[config.mk]
export PLATFORM = sky130hd
export DESIGN_NAME = pci_window_address_translator_flat
export DESIGN_NICKNAME = d
export VERILOG_FILES = /design/src/inc/pci_xlat_pkg.sv /design/src/inc/link_if.sv /design/src/hw/pci_window_address_translator.sv /design/src/flat_wrapper.sv
export SDC_FILE = /design/constraint.sdc
export NUM_CORES = 1
export LEC_CHECK = 0
export ABC_AREA = 1
export BUFFER_PORTS_ARGS = -buffer_cell sky130_fd_sc_hd__clkbuf_2
export CAP_MARGIN = 20
export CORE_MARGIN = 2
export CORE_UTILIZATION = 44
export DETAILED_ROUTE_END_ITERATION = 7
export HOLD_SLACK_MARGIN = 0.1
export PLACE_DENSITY = 0.64
export RECOVER_POWER = 50
export SETUP_SLACK_MARGIN = 0.05
export SYNTH_ARGS = -nofsm -noshare
export SYNTH_HDL_FRONTEND = slang
export SYNTH_SLANG_ARGS = --single-unit
[constraint.sdc]
create_clock -name clk -period 3.78 [get_ports clk]
set_input_delay 0.756 -clock clk [delete_from_list [all_inputs] [get_ports clk]]
set_output_delay 0.756 -clock clk [all_outputs]
set_load 0.01 [all_outputs]
[src/inc/pci_xlat_pkg.sv]
// Constants and types shared by both ends of the window address translator
package pci_xlat_pkg;

  // ==========================================================================
  // Register map
  localparam int REG_AW = 6;
  localparam logic [REG_AW-1:0] OFF_WIN_SPAN = 6'h10;
  localparam logic [3:0] OFF_BASE = 4'h0;
  localparam logic [3:0] OFF_MASK = 4'h4;
  localparam logic [3:0] OFF_TBASE = 4'h8;
  localparam logic [REG_AW-1:0] OFF_STATUS = 6'h20;

  // ==========================================================================
  // Field layouts
  localparam int BASE_EN_BIT = 0;
  localparam int BASE_SG_BIT = 1;
  localparam int BASE_LSB = 20;
  localparam int MASK_LSB = 20;
  localparam int MASK_W = 12;
  localparam int TBASE_W = 23;
  localparam int STAT_ERR_BIT = 0;
  localparam int STAT_BUSY_BIT = 1;
  localparam int ENTRY_VALID_BIT = 0;
  localparam int ENTRY_PAGE_LSB = 1;
  localparam int ENTRY_PAGE_W = 20;

  // ==========================================================================
  // Reset values
  localparam logic [31:0] RST_BASE = 32'h0000_0000;
  localparam logic [MASK_W-1:0] RST_MASK = 12'h000;
  localparam logic [TBASE_W-1:0] RST_TBASE = 23'h00_0000;

  // ==========================================================================
  // Transfer shapes
  localparam int LW_PER_LINE = 8;
  localparam logic [3:0] RD_PHASES = 4'h2;
  localparam logic [7:0] RD_BE_MASK = 8'h03;

  // ==========================================================================
  // Inbound sequencer states
  typedef enum logic [1:0] {ST_IDLE, ST_FETCH} xlState_t;

endpackage : pci_xlat_pkg

[src/inc/link_if.sv]
// Interface joining the host end and the translator
`timescale 1ns/1ps
interface link_if;
  import pci_xlat_pkg::*;

  logic [REG_AW-1:0] regAddr;
  logic [31:0] regWdata;
  logic regWr;
  logic regRd;
  logic [31:0] regRdata;
  logic obValid;
  logic obWrite;
  logic [31:0] obAddr;
  logic [7:0] obMask;
  logic pciValid;
  logic [31:0] pciAddr;
  logic [3:0] pciPhases;
  logic [7:0] pciBeMask;
  logic ibValid;
  logic [31:0] ibAddr;
  logic ibReady;
  logic ibMiss;
  logic sysValid;
  logic [28:0] sysAddr;
  logic sgError;
  logic memRdValid;
  logic [30:0] memRdAddr;
  logic memDataValid;
  logic [63:0] memData;

  modport dev (
    input regAddr, regWdata, regWr, regRd,
    output regRdata,
    input obValid, obWrite, obAddr, obMask,
    output pciValid, pciAddr, pciPhases, pciBeMask,
    input ibValid, ibAddr,
    output ibReady, ibMiss, sysValid, sysAddr, sgError,
    output memRdValid, memRdAddr,
    input memDataValid, memData
  );

  modport host (
    output regAddr, regWdata, regWr, regRd,
    input regRdata,
    output obValid, obWrite, obAddr, obMask,
    input pciValid, pciAddr, pciPhases, pciBeMask,
    output ibValid, ibAddr,
    input ibReady, ibMiss, sysValid, sysAddr, sgError,
    input memRdValid, memRdAddr,
    output memDataValid, memData
  );

endinterface : link_if

[src/hw/pci_window_address_translator.sv]
// Dense space outbound mapping and inbound window translation
`timescale 1ns/1ps

// Operation
// - Dense space maps processor longwords one-to-one
// - Longword minimum; line writes, quadword reads
// - Reads become two-phase quadword bursts
// - Writes become bursts of up to eight
// - Address bits 31:5 copied from host
// - Read bits 4:3 from mask, bit2 zero
// - Write bits 4:2 from first written longword
// - Write length from mask; any nonzero pattern accepted
// - Masked longwords sent with byte enables off
// - Targets tolerate phases with no byte enables
// - Two windows: base, size mask, translated base
// - Size mask contiguous over bits 31:20
// - Hit when enabled and unmasked bits match
// - Each window has own enable bit
// - Software keeps windows disjoint and aligned
// - Direct map: translated base over PCI bits
// - Software clears translated base below size
// - Scatter-gather fetches entry at base plus offset
// - Map size follows window; quadword aligned entries
// - Entry: valid bit0, page bits 20:1
// - Final address is page plus bits 12:5
module pci_window_address_translator
  import pci_xlat_pkg::*;
#(
  parameter int NUM_WIN = 2
) (
  input wire logic clk,
  input wire logic srst,
  link_if.dev link
);

  // ==========================================================================
  // Configuration check
  generate
    if (NUM_WIN != 2) begin : badWinCount
      $error("Address decode serves exactly two windows");
    end
  endgenerate

  // ==========================================================================
  // State
  typedef struct packed {
    xlState_t st;
    logic [NUM_WIN-1:0][31:0] base;
    logic [NUM_WIN-1:0][MASK_W-1:0] mask;
    logic [NUM_WIN-1:0][TBASE_W-1:0] tbase;
    logic errSticky;
    logic [31:0] regRdata;
    logic pciValid;
    logic [31:0] pciAddr;
    logic [3:0] pciPhases;
    logic [7:0] pciBeMask;
    logic ibReady;
    logic ibMiss;
    logic sysValid;
    logic [28:0] sysAddr;
    logic sgError;
    logic memRdValid;
    logic [30:0] memRdAddr;
    logic [7:0] pageOff;
  } devState_t;

  devState_t q;
  devState_t d;

  // ==========================================================================
  // Helpers
  function automatic logic [2:0] lowIdx(input logic [7:0] m);
    lowIdx = 3'h0;
    for (int i = LW_PER_LINE - 1; i >= 0; i--) begin
      if (m[i]) begin
        lowIdx = 3'(i);
      end
    end
  endfunction : lowIdx

  function automatic logic [2:0] highIdx(input logic [7:0] m);
    highIdx = 3'h0;
    for (int i = 0; i < LW_PER_LINE; i++) begin
      if (m[i]) begin
        highIdx = 3'(i);
      end
    end
  endfunction : highIdx

  // ==========================================================================
  // Next state
  always_comb begin : nextState
    logic found;
    logic useSg;
    logic [MASK_W-1:0] m;
    logic [TBASE_W-1:0] tb;
    logic [27:0] dirMask;
    logic [27:0] dirAddr;
    logic [29:0] sgMask;
    logic [29:0] mapAddr;
    logic [2:0] lo;
    logic [2:0] hi;
    logic [3:0] span;
    logic [REG_AW-1:0] ra;
    int selWin;
    found = 1'b0;
    useSg = 1'b0;
    m = RST_MASK;
    tb = RST_TBASE;
    dirMask = 28'h000_0000;
    dirAddr = 28'h000_0000;
    sgMask = 30'h0000_0000;
    mapAddr = 30'h0000_0000;
    lo = 3'h0;
    hi = 3'h0;
    span = 4'h0;
    ra = link.regAddr;
    selWin = 0;
    d = q;
    d.regRdata = 32'h0000_0000;
    d.pciValid = 1'b0;
    d.sysValid = 1'b0;
    d.ibMiss = 1'b0;
    d.sgError = 1'b0;
    d.memRdValid = 1'b0;

    // Register writes; status error bit is write-one-to-clear
    if (link.regWr) begin
      if (ra < OFF_STATUS) begin
        case (ra[3:0])
          OFF_BASE: begin
            d.base[ra[4]] = link.regWdata;
          end
          OFF_MASK: begin
            d.mask[ra[4]] = link.regWdata[MASK_LSB +: MASK_W];
          end
          OFF_TBASE: begin
            d.tbase[ra[4]] = link.regWdata[TBASE_W-1:0];
          end
          default: begin
          end
        endcase
      end else if (ra == OFF_STATUS) begin
        if (link.regWdata[STAT_ERR_BIT]) begin
          d.errSticky = 1'b0;
        end
      end
    end

    // Register reads, data valid in the following cycle only
    if (link.regRd) begin
      if (ra < OFF_STATUS) begin
        case (ra[3:0])
          OFF_BASE: begin
            d.regRdata = q.base[ra[4]];
          end
          OFF_MASK: begin
            d.regRdata[MASK_LSB +: MASK_W] = q.mask[ra[4]];
          end
          OFF_TBASE: begin
            d.regRdata[TBASE_W-1:0] = q.tbase[ra[4]];
          end
          default: begin
          end
        endcase
      end else if (ra == OFF_STATUS) begin
        d.regRdata[STAT_ERR_BIT] = q.errSticky;
        d.regRdata[STAT_BUSY_BIT] = (q.st == ST_FETCH);
      end
    end

    // Outbound dense space mapping
    if (link.obValid) begin
      if (link.obWrite) begin
        if (link.obMask != 8'h00) begin
          lo = lowIdx(link.obMask);
          hi = highIdx(link.obMask);
          span = {1'b0, hi} - {1'b0, lo} + 4'h1;
          d.pciValid = 1'b1;
          d.pciAddr = {link.obAddr[31:5], lo, 2'b00};
          d.pciPhases = span;
          d.pciBeMask = link.obMask >> lo;
        end
      end else begin
        d.pciValid = 1'b1;
        d.pciAddr = {link.obAddr[31:5], link.obMask[1:0], 3'b000};
        d.pciPhases = RD_PHASES;
        d.pciBeMask = RD_BE_MASK;
      end
    end

    // Inbound window decode; lower window wins on overlap
    for (int w = NUM_WIN - 1; w >= 0; w--) begin
      if (q.base[w][BASE_EN_BIT] &&
          ((link.ibAddr[31:BASE_LSB] & ~q.mask[w]) ==
           (q.base[w][31:BASE_LSB] & ~q.mask[w]))) begin
        found = 1'b1;
        selWin = w;
      end
    end
    m = q.mask[selWin];
    tb = q.tbase[selWin];
    useSg = q.base[selWin][BASE_SG_BIT];
    dirMask = {1'b0, m, 15'h7FFF};
    dirAddr = ({tb, 5'h00} & ~dirMask) |
              ({1'b0, link.ibAddr[31:5]} & dirMask);
    sgMask = {11'h000, m, 7'h7F};
    mapAddr = ({tb, 7'h00} & ~sgMask) |
              ({11'h000, link.ibAddr[31:13]} & sgMask);

    case (q.st)
      ST_IDLE: begin
        if (link.ibValid && q.ibReady) begin
          if (!found) begin
            d.ibMiss = 1'b1;
          end else if (useSg) begin
            d.memRdValid = 1'b1;
            d.memRdAddr = {1'b0, mapAddr};
            d.pageOff = link.ibAddr[12:5];
            d.ibReady = 1'b0;
            d.st = ST_FETCH;
          end else begin
            d.sysValid = 1'b1;
            d.sysAddr = {1'b0, dirAddr};
          end
        end
      end
      ST_FETCH: begin
        if (link.memDataValid) begin
          if (link.memData[ENTRY_VALID_BIT]) begin
            d.sysValid = 1'b1;
            d.sysAddr = {1'b0,
              link.memData[ENTRY_PAGE_LSB +: ENTRY_PAGE_W],
              q.pageOff};
          end else begin
            d.sgError = 1'b1;
            d.errSticky = 1'b1;
          end
          d.ibReady = 1'b1;
          d.st = ST_IDLE;
        end
      end
      default: begin
        d.st = ST_IDLE;
        d.ibReady = 1'b1;
      end
    endcase

    if (srst) begin
      d = '0;
      d.st = ST_IDLE;
      for (int w = 0; w < NUM_WIN; w++) begin
        d.base[w] = RST_BASE;
        d.mask[w] = RST_MASK;
        d.tbase[w] = RST_TBASE;
      end
      d.ibReady = 1'b1;
    end
  end

  // ==========================================================================
  // Registers
  always_ff @(posedge clk) begin
    q <= d;
  end

  // ==========================================================================
  // Outputs
  assign link.regRdata = q.regRdata;
  assign link.pciValid = q.pciValid;
  assign link.pciAddr = q.pciAddr;
  assign link.pciPhases = q.pciPhases;
  assign link.pciBeMask = q.pciBeMask;
  assign link.ibReady = q.ibReady;
  assign link.ibMiss = q.ibMiss;
  assign link.sysValid = q.sysValid;
  assign link.sysAddr = q.sysAddr;
  assign link.sgError = q.sgError;
  assign link.memRdValid = q.memRdValid;
  assign link.memRdAddr = q.memRdAddr;

endmodule : pci_window_address_translator

[src/flat_wrapper.sv]
// flat-port wrapper written by rule: the top's interface ports become plain ports
module pci_window_address_translator_flat import pci_xlat_pkg::*;
#(
  parameter int NUM_WIN = 2
)
  (clk, srst, link_regAddr, link_regWdata, link_regWr, link_regRd, link_regRdata, link_obValid, link_obWrite, link_obAddr, link_obMask, link_pciValid, link_pciAddr, link_pciPhases, link_pciBeMask, link_ibValid, link_ibAddr, link_ibReady, link_ibMiss, link_sysValid, link_sysAddr, link_sgError, link_memRdValid, link_memRdAddr, link_memDataValid, link_memData);
  link_if link_i ();
  input wire logic clk;
  input wire logic srst;
  input wire logic [$bits(link_i.regAddr)-1:0] link_regAddr;
  input wire logic [$bits(link_i.regWdata)-1:0] link_regWdata;
  input wire logic [$bits(link_i.regWr)-1:0] link_regWr;
  input wire logic [$bits(link_i.regRd)-1:0] link_regRd;
  output wire logic [$bits(link_i.regRdata)-1:0] link_regRdata;
  input wire logic [$bits(link_i.obValid)-1:0] link_obValid;
  input wire logic [$bits(link_i.obWrite)-1:0] link_obWrite;
  input wire logic [$bits(link_i.obAddr)-1:0] link_obAddr;
  input wire logic [$bits(link_i.obMask)-1:0] link_obMask;
  output wire logic [$bits(link_i.pciValid)-1:0] link_pciValid;
  output wire logic [$bits(link_i.pciAddr)-1:0] link_pciAddr;
  output wire logic [$bits(link_i.pciPhases)-1:0] link_pciPhases;
  output wire logic [$bits(link_i.pciBeMask)-1:0] link_pciBeMask;
  input wire logic [$bits(link_i.ibValid)-1:0] link_ibValid;
  input wire logic [$bits(link_i.ibAddr)-1:0] link_ibAddr;
  output wire logic [$bits(link_i.ibReady)-1:0] link_ibReady;
  output wire logic [$bits(link_i.ibMiss)-1:0] link_ibMiss;
  output wire logic [$bits(link_i.sysValid)-1:0] link_sysValid;
  output wire logic [$bits(link_i.sysAddr)-1:0] link_sysAddr;
  output wire logic [$bits(link_i.sgError)-1:0] link_sgError;
  output wire logic [$bits(link_i.memRdValid)-1:0] link_memRdValid;
  output wire logic [$bits(link_i.memRdAddr)-1:0] link_memRdAddr;
  input wire logic [$bits(link_i.memDataValid)-1:0] link_memDataValid;
  input wire logic [$bits(link_i.memData)-1:0] link_memData;
  assign link_i.regAddr = link_regAddr;
  assign link_i.regWdata = link_regWdata;
  assign link_i.regWr = link_regWr;
  assign link_i.regRd = link_regRd;
  assign link_regRdata = link_i.regRdata;
  assign link_i.obValid = link_obValid;
  assign link_i.obWrite = link_obWrite;
  assign link_i.obAddr = link_obAddr;
  assign link_i.obMask = link_obMask;
  assign link_pciValid = link_i.pciValid;
  assign link_pciAddr = link_i.pciAddr;
  assign link_pciPhases = link_i.pciPhases;
  assign link_pciBeMask = link_i.pciBeMask;
  assign link_i.ibValid = link_ibValid;
  assign link_i.ibAddr = link_ibAddr;
  assign link_ibReady = link_i.ibReady;
  assign link_ibMiss = link_i.ibMiss;
  assign link_sysValid = link_i.sysValid;
  assign link_sysAddr = link_i.sysAddr;
  assign link_sgError = link_i.sgError;
  assign link_memRdValid = link_i.memRdValid;
  assign link_memRdAddr = link_i.memRdAddr;
  assign link_i.memDataValid = link_memDataValid;
  assign link_i.memData = link_memData;
  pci_window_address_translator #(.NUM_WIN(NUM_WIN)) u_core (.clk(clk), .srst(srst), .link(link_i));
endmodule
==> results of run 1 <==
==> logic make-up (layout without fill, tap and decap cells) <==
logic type	Yosys count	after routing	synth area share, %
adders and majority gates	5	5	0.517
and+or+nand+nor	810	810	24.6
other	1	5	0.0277
xor gates and xnor gates	1	1	0.0647
AOI/OAI and AO/OA	462	462	17.5
DFF	282	282	41.7
buffers and inverters	397	500	15.5
muxes	2	2	0.148
==> worst max-delay path, cell delays in order <==
cell      delay [ns]
clkbuf_2        0.08
nor2_1          0.24
nand3_1         0.14
inv_1           0.07
clkbuf_1        0.64
nand2_1         0.15
nor2_1          0.12
clkbuf_1        0.61
inv_1           0.25
buf_16          0.25
o21ai_0         0.17
a21oi_1         0.06
==> worst min path at each step <==
stage                                from             endpoint  slack [ns]  cells after the start
after global placement      u_core.q[231]        u_core.q[231]        0.43                      2
after CTS                 link_memData[0]  u_core.link.sgError        0.37                      2
after global routing      link_memData[0]  u_core.link.sgError        0.38                      2
after detailed placement    u_core.q[229]        u_core.q[229]        0.44                      2
final                     link_memData[0]  u_core.link.sgError        0.38                      2
after floorplan             u_core.q[228]        u_core.q[228]        0.42                      2
==> cell usage after synthesis, types with 5 or more instances <==
master,n,area (sq um)
a21oi_1,173,866
buf_1,7,26.3
nand2_1,363,1360
dfxtp_1,282,5650
nand2_2,5,31.3
o21ai_1,17,85.1
o21ai_0,253,1270
o211ai_1,6,45.0
nand3_1,124,621
clkbuf_1,79,297
buf_6,7,78.8
nor2_4,5,56.3
buf_2,10,50.1
inv_1,143,537
buf_4,143,1070
nor3_1,5,25.0
nor2_1,294,1100
inv_2,7,26.3
==> through the flow <==
| stage | cell area [sq um] | power, mW |
|---|---|---|
| after global routing | 15000 | 6.92 |
| after CTS | 15200 | 6.75 |
| after detailed placement | 14100 | 3.52 |
| final | 15000 | 6.68 |
| after global placement | 14100 | 3.52 |
| after floorplan | 13600 | 3.36 |
==> metal layers <==
layer	vias up	track usage (%)
met5	-	0
li1	6328	-
met3	86	4.34
met1	5757	33.1
met2	488	41.2
met4	4	9.43
==> layout make-up <==
cell class	instances	area, sq um
Clock inverter	17	221
Antenna cell	1	2.50
Clock buffer	40	880
Tap cell	396	495
Timing Repair Buffer	292	1360
Fill cell	3180	15400
Sequential cell	282	5650
Multi-Input combinational cell	1284	5810
Inverter	151	572
==> flip-flops by register name, indices dropped and copies added (netlist names) <==
signal and cells:
u_core.link.pciBeMask 8, u_core.link.memRdAddr 30, u_core.link.pciValid 1, u_core.link.regRdata 32, u_core.link.pciAddr 30, u_core.link.memRdValid 1
u_core.link.sgError 1, u_core.link.ibMiss 1, u_core.link.ibReady 1, u_core.q 144, u_core.link.pciPhases 4, u_core.link.sysAddr 28
u_core.link.sysValid 1
==> power by group through the flow <==
stage / Clock, mW / Combinational, mW / Sequential [mW]
after floorplan: 0 / 0.268 / 3.09
after global placement: 0 / 0.418 / 3.10
after detailed placement: 0 / 0.423 / 3.10
after CTS: 3.29 / 0.425 / 3.03
after global routing: 3.42 / 0.470 / 3.04
final: 3.23 / 0.419 / 3.03
==> placed cells by master, fill, tap and decap left out, types with 3 or more instances in the layout <==
cell,Yosys,final
nand2_2,5,5
inv_2,7,6
ha_1,4,4
clkbuf_8,0,7
nor2_4,5,5
clkbuf_2,0,125
nor2_1,294,293
nand2_4,3,3
clkbuf_16,0,31
clkinvlp_4,0,3
nor2_2,3,4
inv_1,143,142
o21ai_0,253,253
o21ai_1,17,17
bufinv_16,0,5
nor3_1,5,5
clkbuf_1,79,148
nand3_1,124,124
o22ai_1,3,3
nand2_1,363,363
clkinv_2,0,8
dfxtp_1,282,282
o211ai_1,6,6
conb_1,1,4
buf_4,143,18
a21oi_1,173,173
==> flow_summary.yaml, run 1 <==
run_status:
  status: "finished with violations"
  violations: "capacitance limit, slew limit"
critical_path:
  rrSetupSlack_ns: 1.08
  startpoint_type: "primary input"
  endpoint: "u_core.q[186]"
  crit_path_max_fanout: 31
  crit_arrival_ns: 3.55
  startpoint: "link_regAddr[1]"
  cp.required_ns: 4.23
  setup.worst_path.end_class: "flop"
  r2r_cells: 12
  reg2reg_to: "u_core.link.memRdAddr[17]"
  crit_type: "primary input to flop"
  timing.rr.start: "u_core.q[280]"
logic_synthesis:
  ys_ff_latch: 282
  yosysWarnings: 0
  synth_area_sq_mm: 0.0135
  dominantRegCellSynth: "dfxtp_1"
  synth_cell_types: 41
  async_flop_share_pct: 0
  synth_cells: 1960
  synth_edf_count: 0
  ys_seq_area_share_pct: 41.7
  postSynthAreaPerCell_sq_um: 6.91
cts:
  cts.clk_slew.worst_paths_ns: 0.06
  cts_hold_buf: 0
  cts_root_buf: "clkbuf_16"
  clk_latency_ns: 0.56
  ctsResizeCount: 0
  postCtsSetupBuffers: 0
  cts_sinks: 282
  htreeDepth: 1
  cts_buffers: 31
  tritoncts: "yes"
  cts_max_path_buffers: 3
die:
  dieWidth_um: 179
  core.rowCount: 64
  coreArea_sq_mm: 0.0304
  die_y_um: 179
  die-area_sq_mm: 0.0322
  start_util_pct: 44.5
  ios: 324
cells_and_area:
  drive_above_1_share_pct: 11.3
  fin_util_pct: 49.3
  instances_no_fill: 2463
  nNetsFinal: 2229
  areaGrowthSynthToFinish_pct: 10.7
power_and_ir_drop:
  leakage_nw: 6.43
  swShare_pct: 23.3
  pwr-share-comb_pct: 6.3
  p_switching_mw: 1.56
  ir_drop_mv: 0.361
  pwr-share-seq_pct: 45.4
  power_density_mw_per_mm2: 446
  clkPwrFrac_pct: 48.3
  p_int_mw: 5.12
sta:
  rsz0062_at_grt: "no"
  whs_ns: 0.384
  skew_ns: 0.0109
  setup_viol_count_final: 0
  hold_viol_final: 0
  worstMarginPinSlew_ns: 1.90
  maxSlewViolCount: 69
  fin_setup_tns_ns: 0
  fin_ws_ns: 0.674
  finalCriticalPeriod_ns: 3.11
  slew_headroom_pct: -26.9
  fmax_mhz: 322
  min_period_over_period_pct: 82.2
route:
  drcViolationCount: 0
  drt_first_pass_iters: 7
  ant_nets: 0
  drtIter0Drc: 1099
  drt_wl_total_mm: 41.8
  detail_route.wl_per_cell_um: 17.0
  met2_length_mm: 19.0
  highest_layer: "met5"
  wl_met3_mm: 2.98
  met1_length_mm: 18.1
  num_vias: 12700
  viasPerCell: 5.14
placement:
  hpwl_mm: 28.6
  portBuffers: 266
  dp_slack_ns: 0.494
  dp.cells: 2404
  place.gp.congestion: 0.904
grt:
  grt_pass1_vias: 11600
  grt.overflow.total: 0
  grt_start_max_net_pins: 214
  track_usage_pct: 25.1
  antenna_found_initial: 3
  grt_pass1_wl_mm: 65.2
run:
  maxCapViolCount: 2
min_path:
  min_path_type: "primary input to flop"
(Power assumes the default switching activity.)
==> run 2: changes to the inputs <==
--- a/config.mk
+++ b/config.mk
@@ -12,7 +12,7 @@
 export CORE_UTILIZATION = 44
 export DETAILED_ROUTE_END_ITERATION = 7
 export HOLD_SLACK_MARGIN = 0.1
-export PLACE_DENSITY = 0.64
+export PLACE_DENSITY = 0.66
 export RECOVER_POWER = 50
 export SETUP_SLACK_MARGIN = 0.05
 export SYNTH_ARGS = -nofsm -noshare
==> constraint.sdc (replaced) <==
create_clock -name clk -period 2.75 [get_ports clk]
set_input_delay 0.55 -clock clk [delete_from_list [all_inputs] [get_ports clk]]
set_output_delay 0.55 -clock clk [all_outputs]
set_load 0.01 [all_outputs]
==> run 2 against run 1 <==
Net effect:
- the run now ends clean
- non-clock buffer count up 20
- global-route usage fell by 0.64 points
- clock skew increased by 0.0052 ns
- die area did not move
- critical endpoint is now u_core.link.sysAddr[19]
- hold slack got worse by 0.21 ns
- utilization is 0.36 points higher
- cell area is 0.73% higher
- first-iteration DRC count down 14%
- sequential share of layout area fell by 0.27 points
==> flow_summary.yaml, run 2 (synthesis results as in run 1) <==
sta:
  fmax_mhz: 416
  slew_headroom_pct: 31.0
  skew_ns: 0.0161
  min_period_over_period_pct: 87.5
  setup_viol_count_final: 0
  finalCriticalPeriod_ns: 2.41
  fin_setup_tns_ns: 0
  worstMarginPinSlew_ns: 1.03
  hold_viol_final: 0
  maxSlewViolCount: 0
  rsz0062_at_grt: "no"
cts:
  ctsResizeCount: 0
  cts.clk_slew.worst_paths_ns: 0.06
  cts_buffers: 31
  cts_max_path_buffers: 3
  tritoncts: "yes"
  clk_latency_ns: 0.57
  cts_hold_buf: 0
  htreeDepth: 1
  postCtsSetupBuffers: 0
  cts_root_buf: "clkbuf_16"
  cts_sinks: 282
die:
  coreArea_sq_mm: 0.0304
  start_util_pct: 44.5
  die-area_sq_mm: 0.0322
  die_y_um: 179
  ios: 324
  core.rowCount: 64
  dieWidth_um: 179
placement:
  portBuffers: 266
  dp.cells: 2424
  hpwl_mm: 29.0
  place.gp.congestion: 0.908
cells_and_area:
  nNetsFinal: 2249
  drive_above_1_share_pct: 11.9
  final_cell_mix: "nand2_1, nor2_1, dfxtp_1"
  top_register: "u_core.q"
  final_common_cell: "nand2_1"
  num-fill-cells: 3091
  multi_input_area_sq_mm: 0.00581
  largest_reg_flops: 144
  instances_no_fill: 2482
  areaGrowthSynthToFinish_pct: 11.5
  regArea_sq_mm: 0.00565
grt:
  antenna_found_initial: 4
  track_usage_pct: 24.5
  grt_start_max_net_pins: 214
  grt_pass1_vias: 11600
  grt_pass1_wl_mm: 64.1
  grt.overflow.total: 0
power_and_ir_drop:
  ir_drop_mv: 0.457
  p_switching_mw: 2.13
  power_density_mw_per_mm2: 582
  total_power_mw: 8.79
  pwr-share-comb_pct: 6.6
  p_int_mw: 6.66
  clkPwrFrac_pct: 45.9
  leakage_nw: 6.50
  swShare_pct: 24.2
  pwr-share-seq_pct: 47.5
critical_path:
  crit_top_cell: "nand2_1"
  setup.worst_path.end_class: "flop"
  crit_chain: "inv_1 -> nand2_1 -> nand3_1 -> nand2_1 -> nor2_1 -> nand2_1 -> o21ai_0 -> nand2_4 -> nor2_4 -> buf_12 -> nand3_1 -> nand3_1 -> nand2_1 -> inv_1"
  crit_slowest_cell: "o21ai_0"
  startpoint_type: "flop"
  crit_arrival_ns: 2.92
  crit_path_max_fanout: 9
  slowest_delay_ns: 0.53
  cp.required_ns: 3.27
  crit_type: "flop to flop"
route:
  drt_first_pass_iters: 6
  detail_route.wl_per_cell_um: 16.7
  num_vias: 12800
  drcViolationCount: 0
  drtIter0Drc: 943
  drt_wl_total_mm: 41.4
  viasPerCell: 5.16
  ant_nets: 0
run:
  maxCapViolCount: 0
run_status:
  status: "finished clean"
min_path:
  min_path_type: "primary input to flop"
[run 2: path summary, 6_finish.rpt]
path / startpoint / end / cells after the start / slack [ns]
worst max register to register: u_core.q[277] / u_core.link.sysAddr[19] / 14 / 0.34
worst min-delay path: link_memData[0] / u_core.link.sgError / 2 / 0.18
worst min register to register: u_core.q[232] / u_core.q[232] / 2 / 0.45
worst max-delay path: u_core.q[277] / u_core.link.sysAddr[19] / 14 / 0.34
[run 2: final cells by class]
type	instances	share of cell area, %
Multi-Input combinational cell	1284	38.5
Sequential cell	282	37.4
Timing Repair Buffer	312	10.6
Clock buffer	46	5.91
Inverter	151	3.78
Tap cell	396	3.28
Clock inverter	10	0.563
Antenna cell	1	0.0166
[run 2: per-stage QoR]
| stage | hold WS [ns] | cell area (sq um) | util [%] | worst slack, ns |
|---|---|---|---|---|
| detailed placement | 0.443 | 14300 | 47.0 | 0.0794 |
| CTS | 0.163 | 15300 | 50.2 | 0.404 |
| global route | 0.180 | 15100 | 49.6 | 0.150 |
| finish | 0.179 | 15100 | 49.6 | 0.345 |
| global placement | 0.434 | 14300 | 47.0 | 0.112 |
| floorplan | 0.424 | 13600 | - | 0.223 |
[run 2: power by group through the flow]
stage	Combinational (mW)	Sequential, mW	Clock (mW)
after detailed placement	0.590	4.26	0
after CTS	0.593	4.17	4.10
final	0.583	4.17	4.03
after global placement	0.582	4.26	0
after floorplan	0.369	4.25	0
after global routing	0.649	4.17	4.27
[run 2: routing by layer]
layer	track usage, %	wire (um)
met5	0	44
met4	9.82	1730
met3	4.17	3030
met2	40.7	18900
met1	31.6	17800
[run 2: critical path, delay by kind of cell (launching register included)]
family	cells	cell delay (ns)
simple gates	10	1.19
compound gates	1	0.53
flops	1	0.32
buf+inv	3	0.31
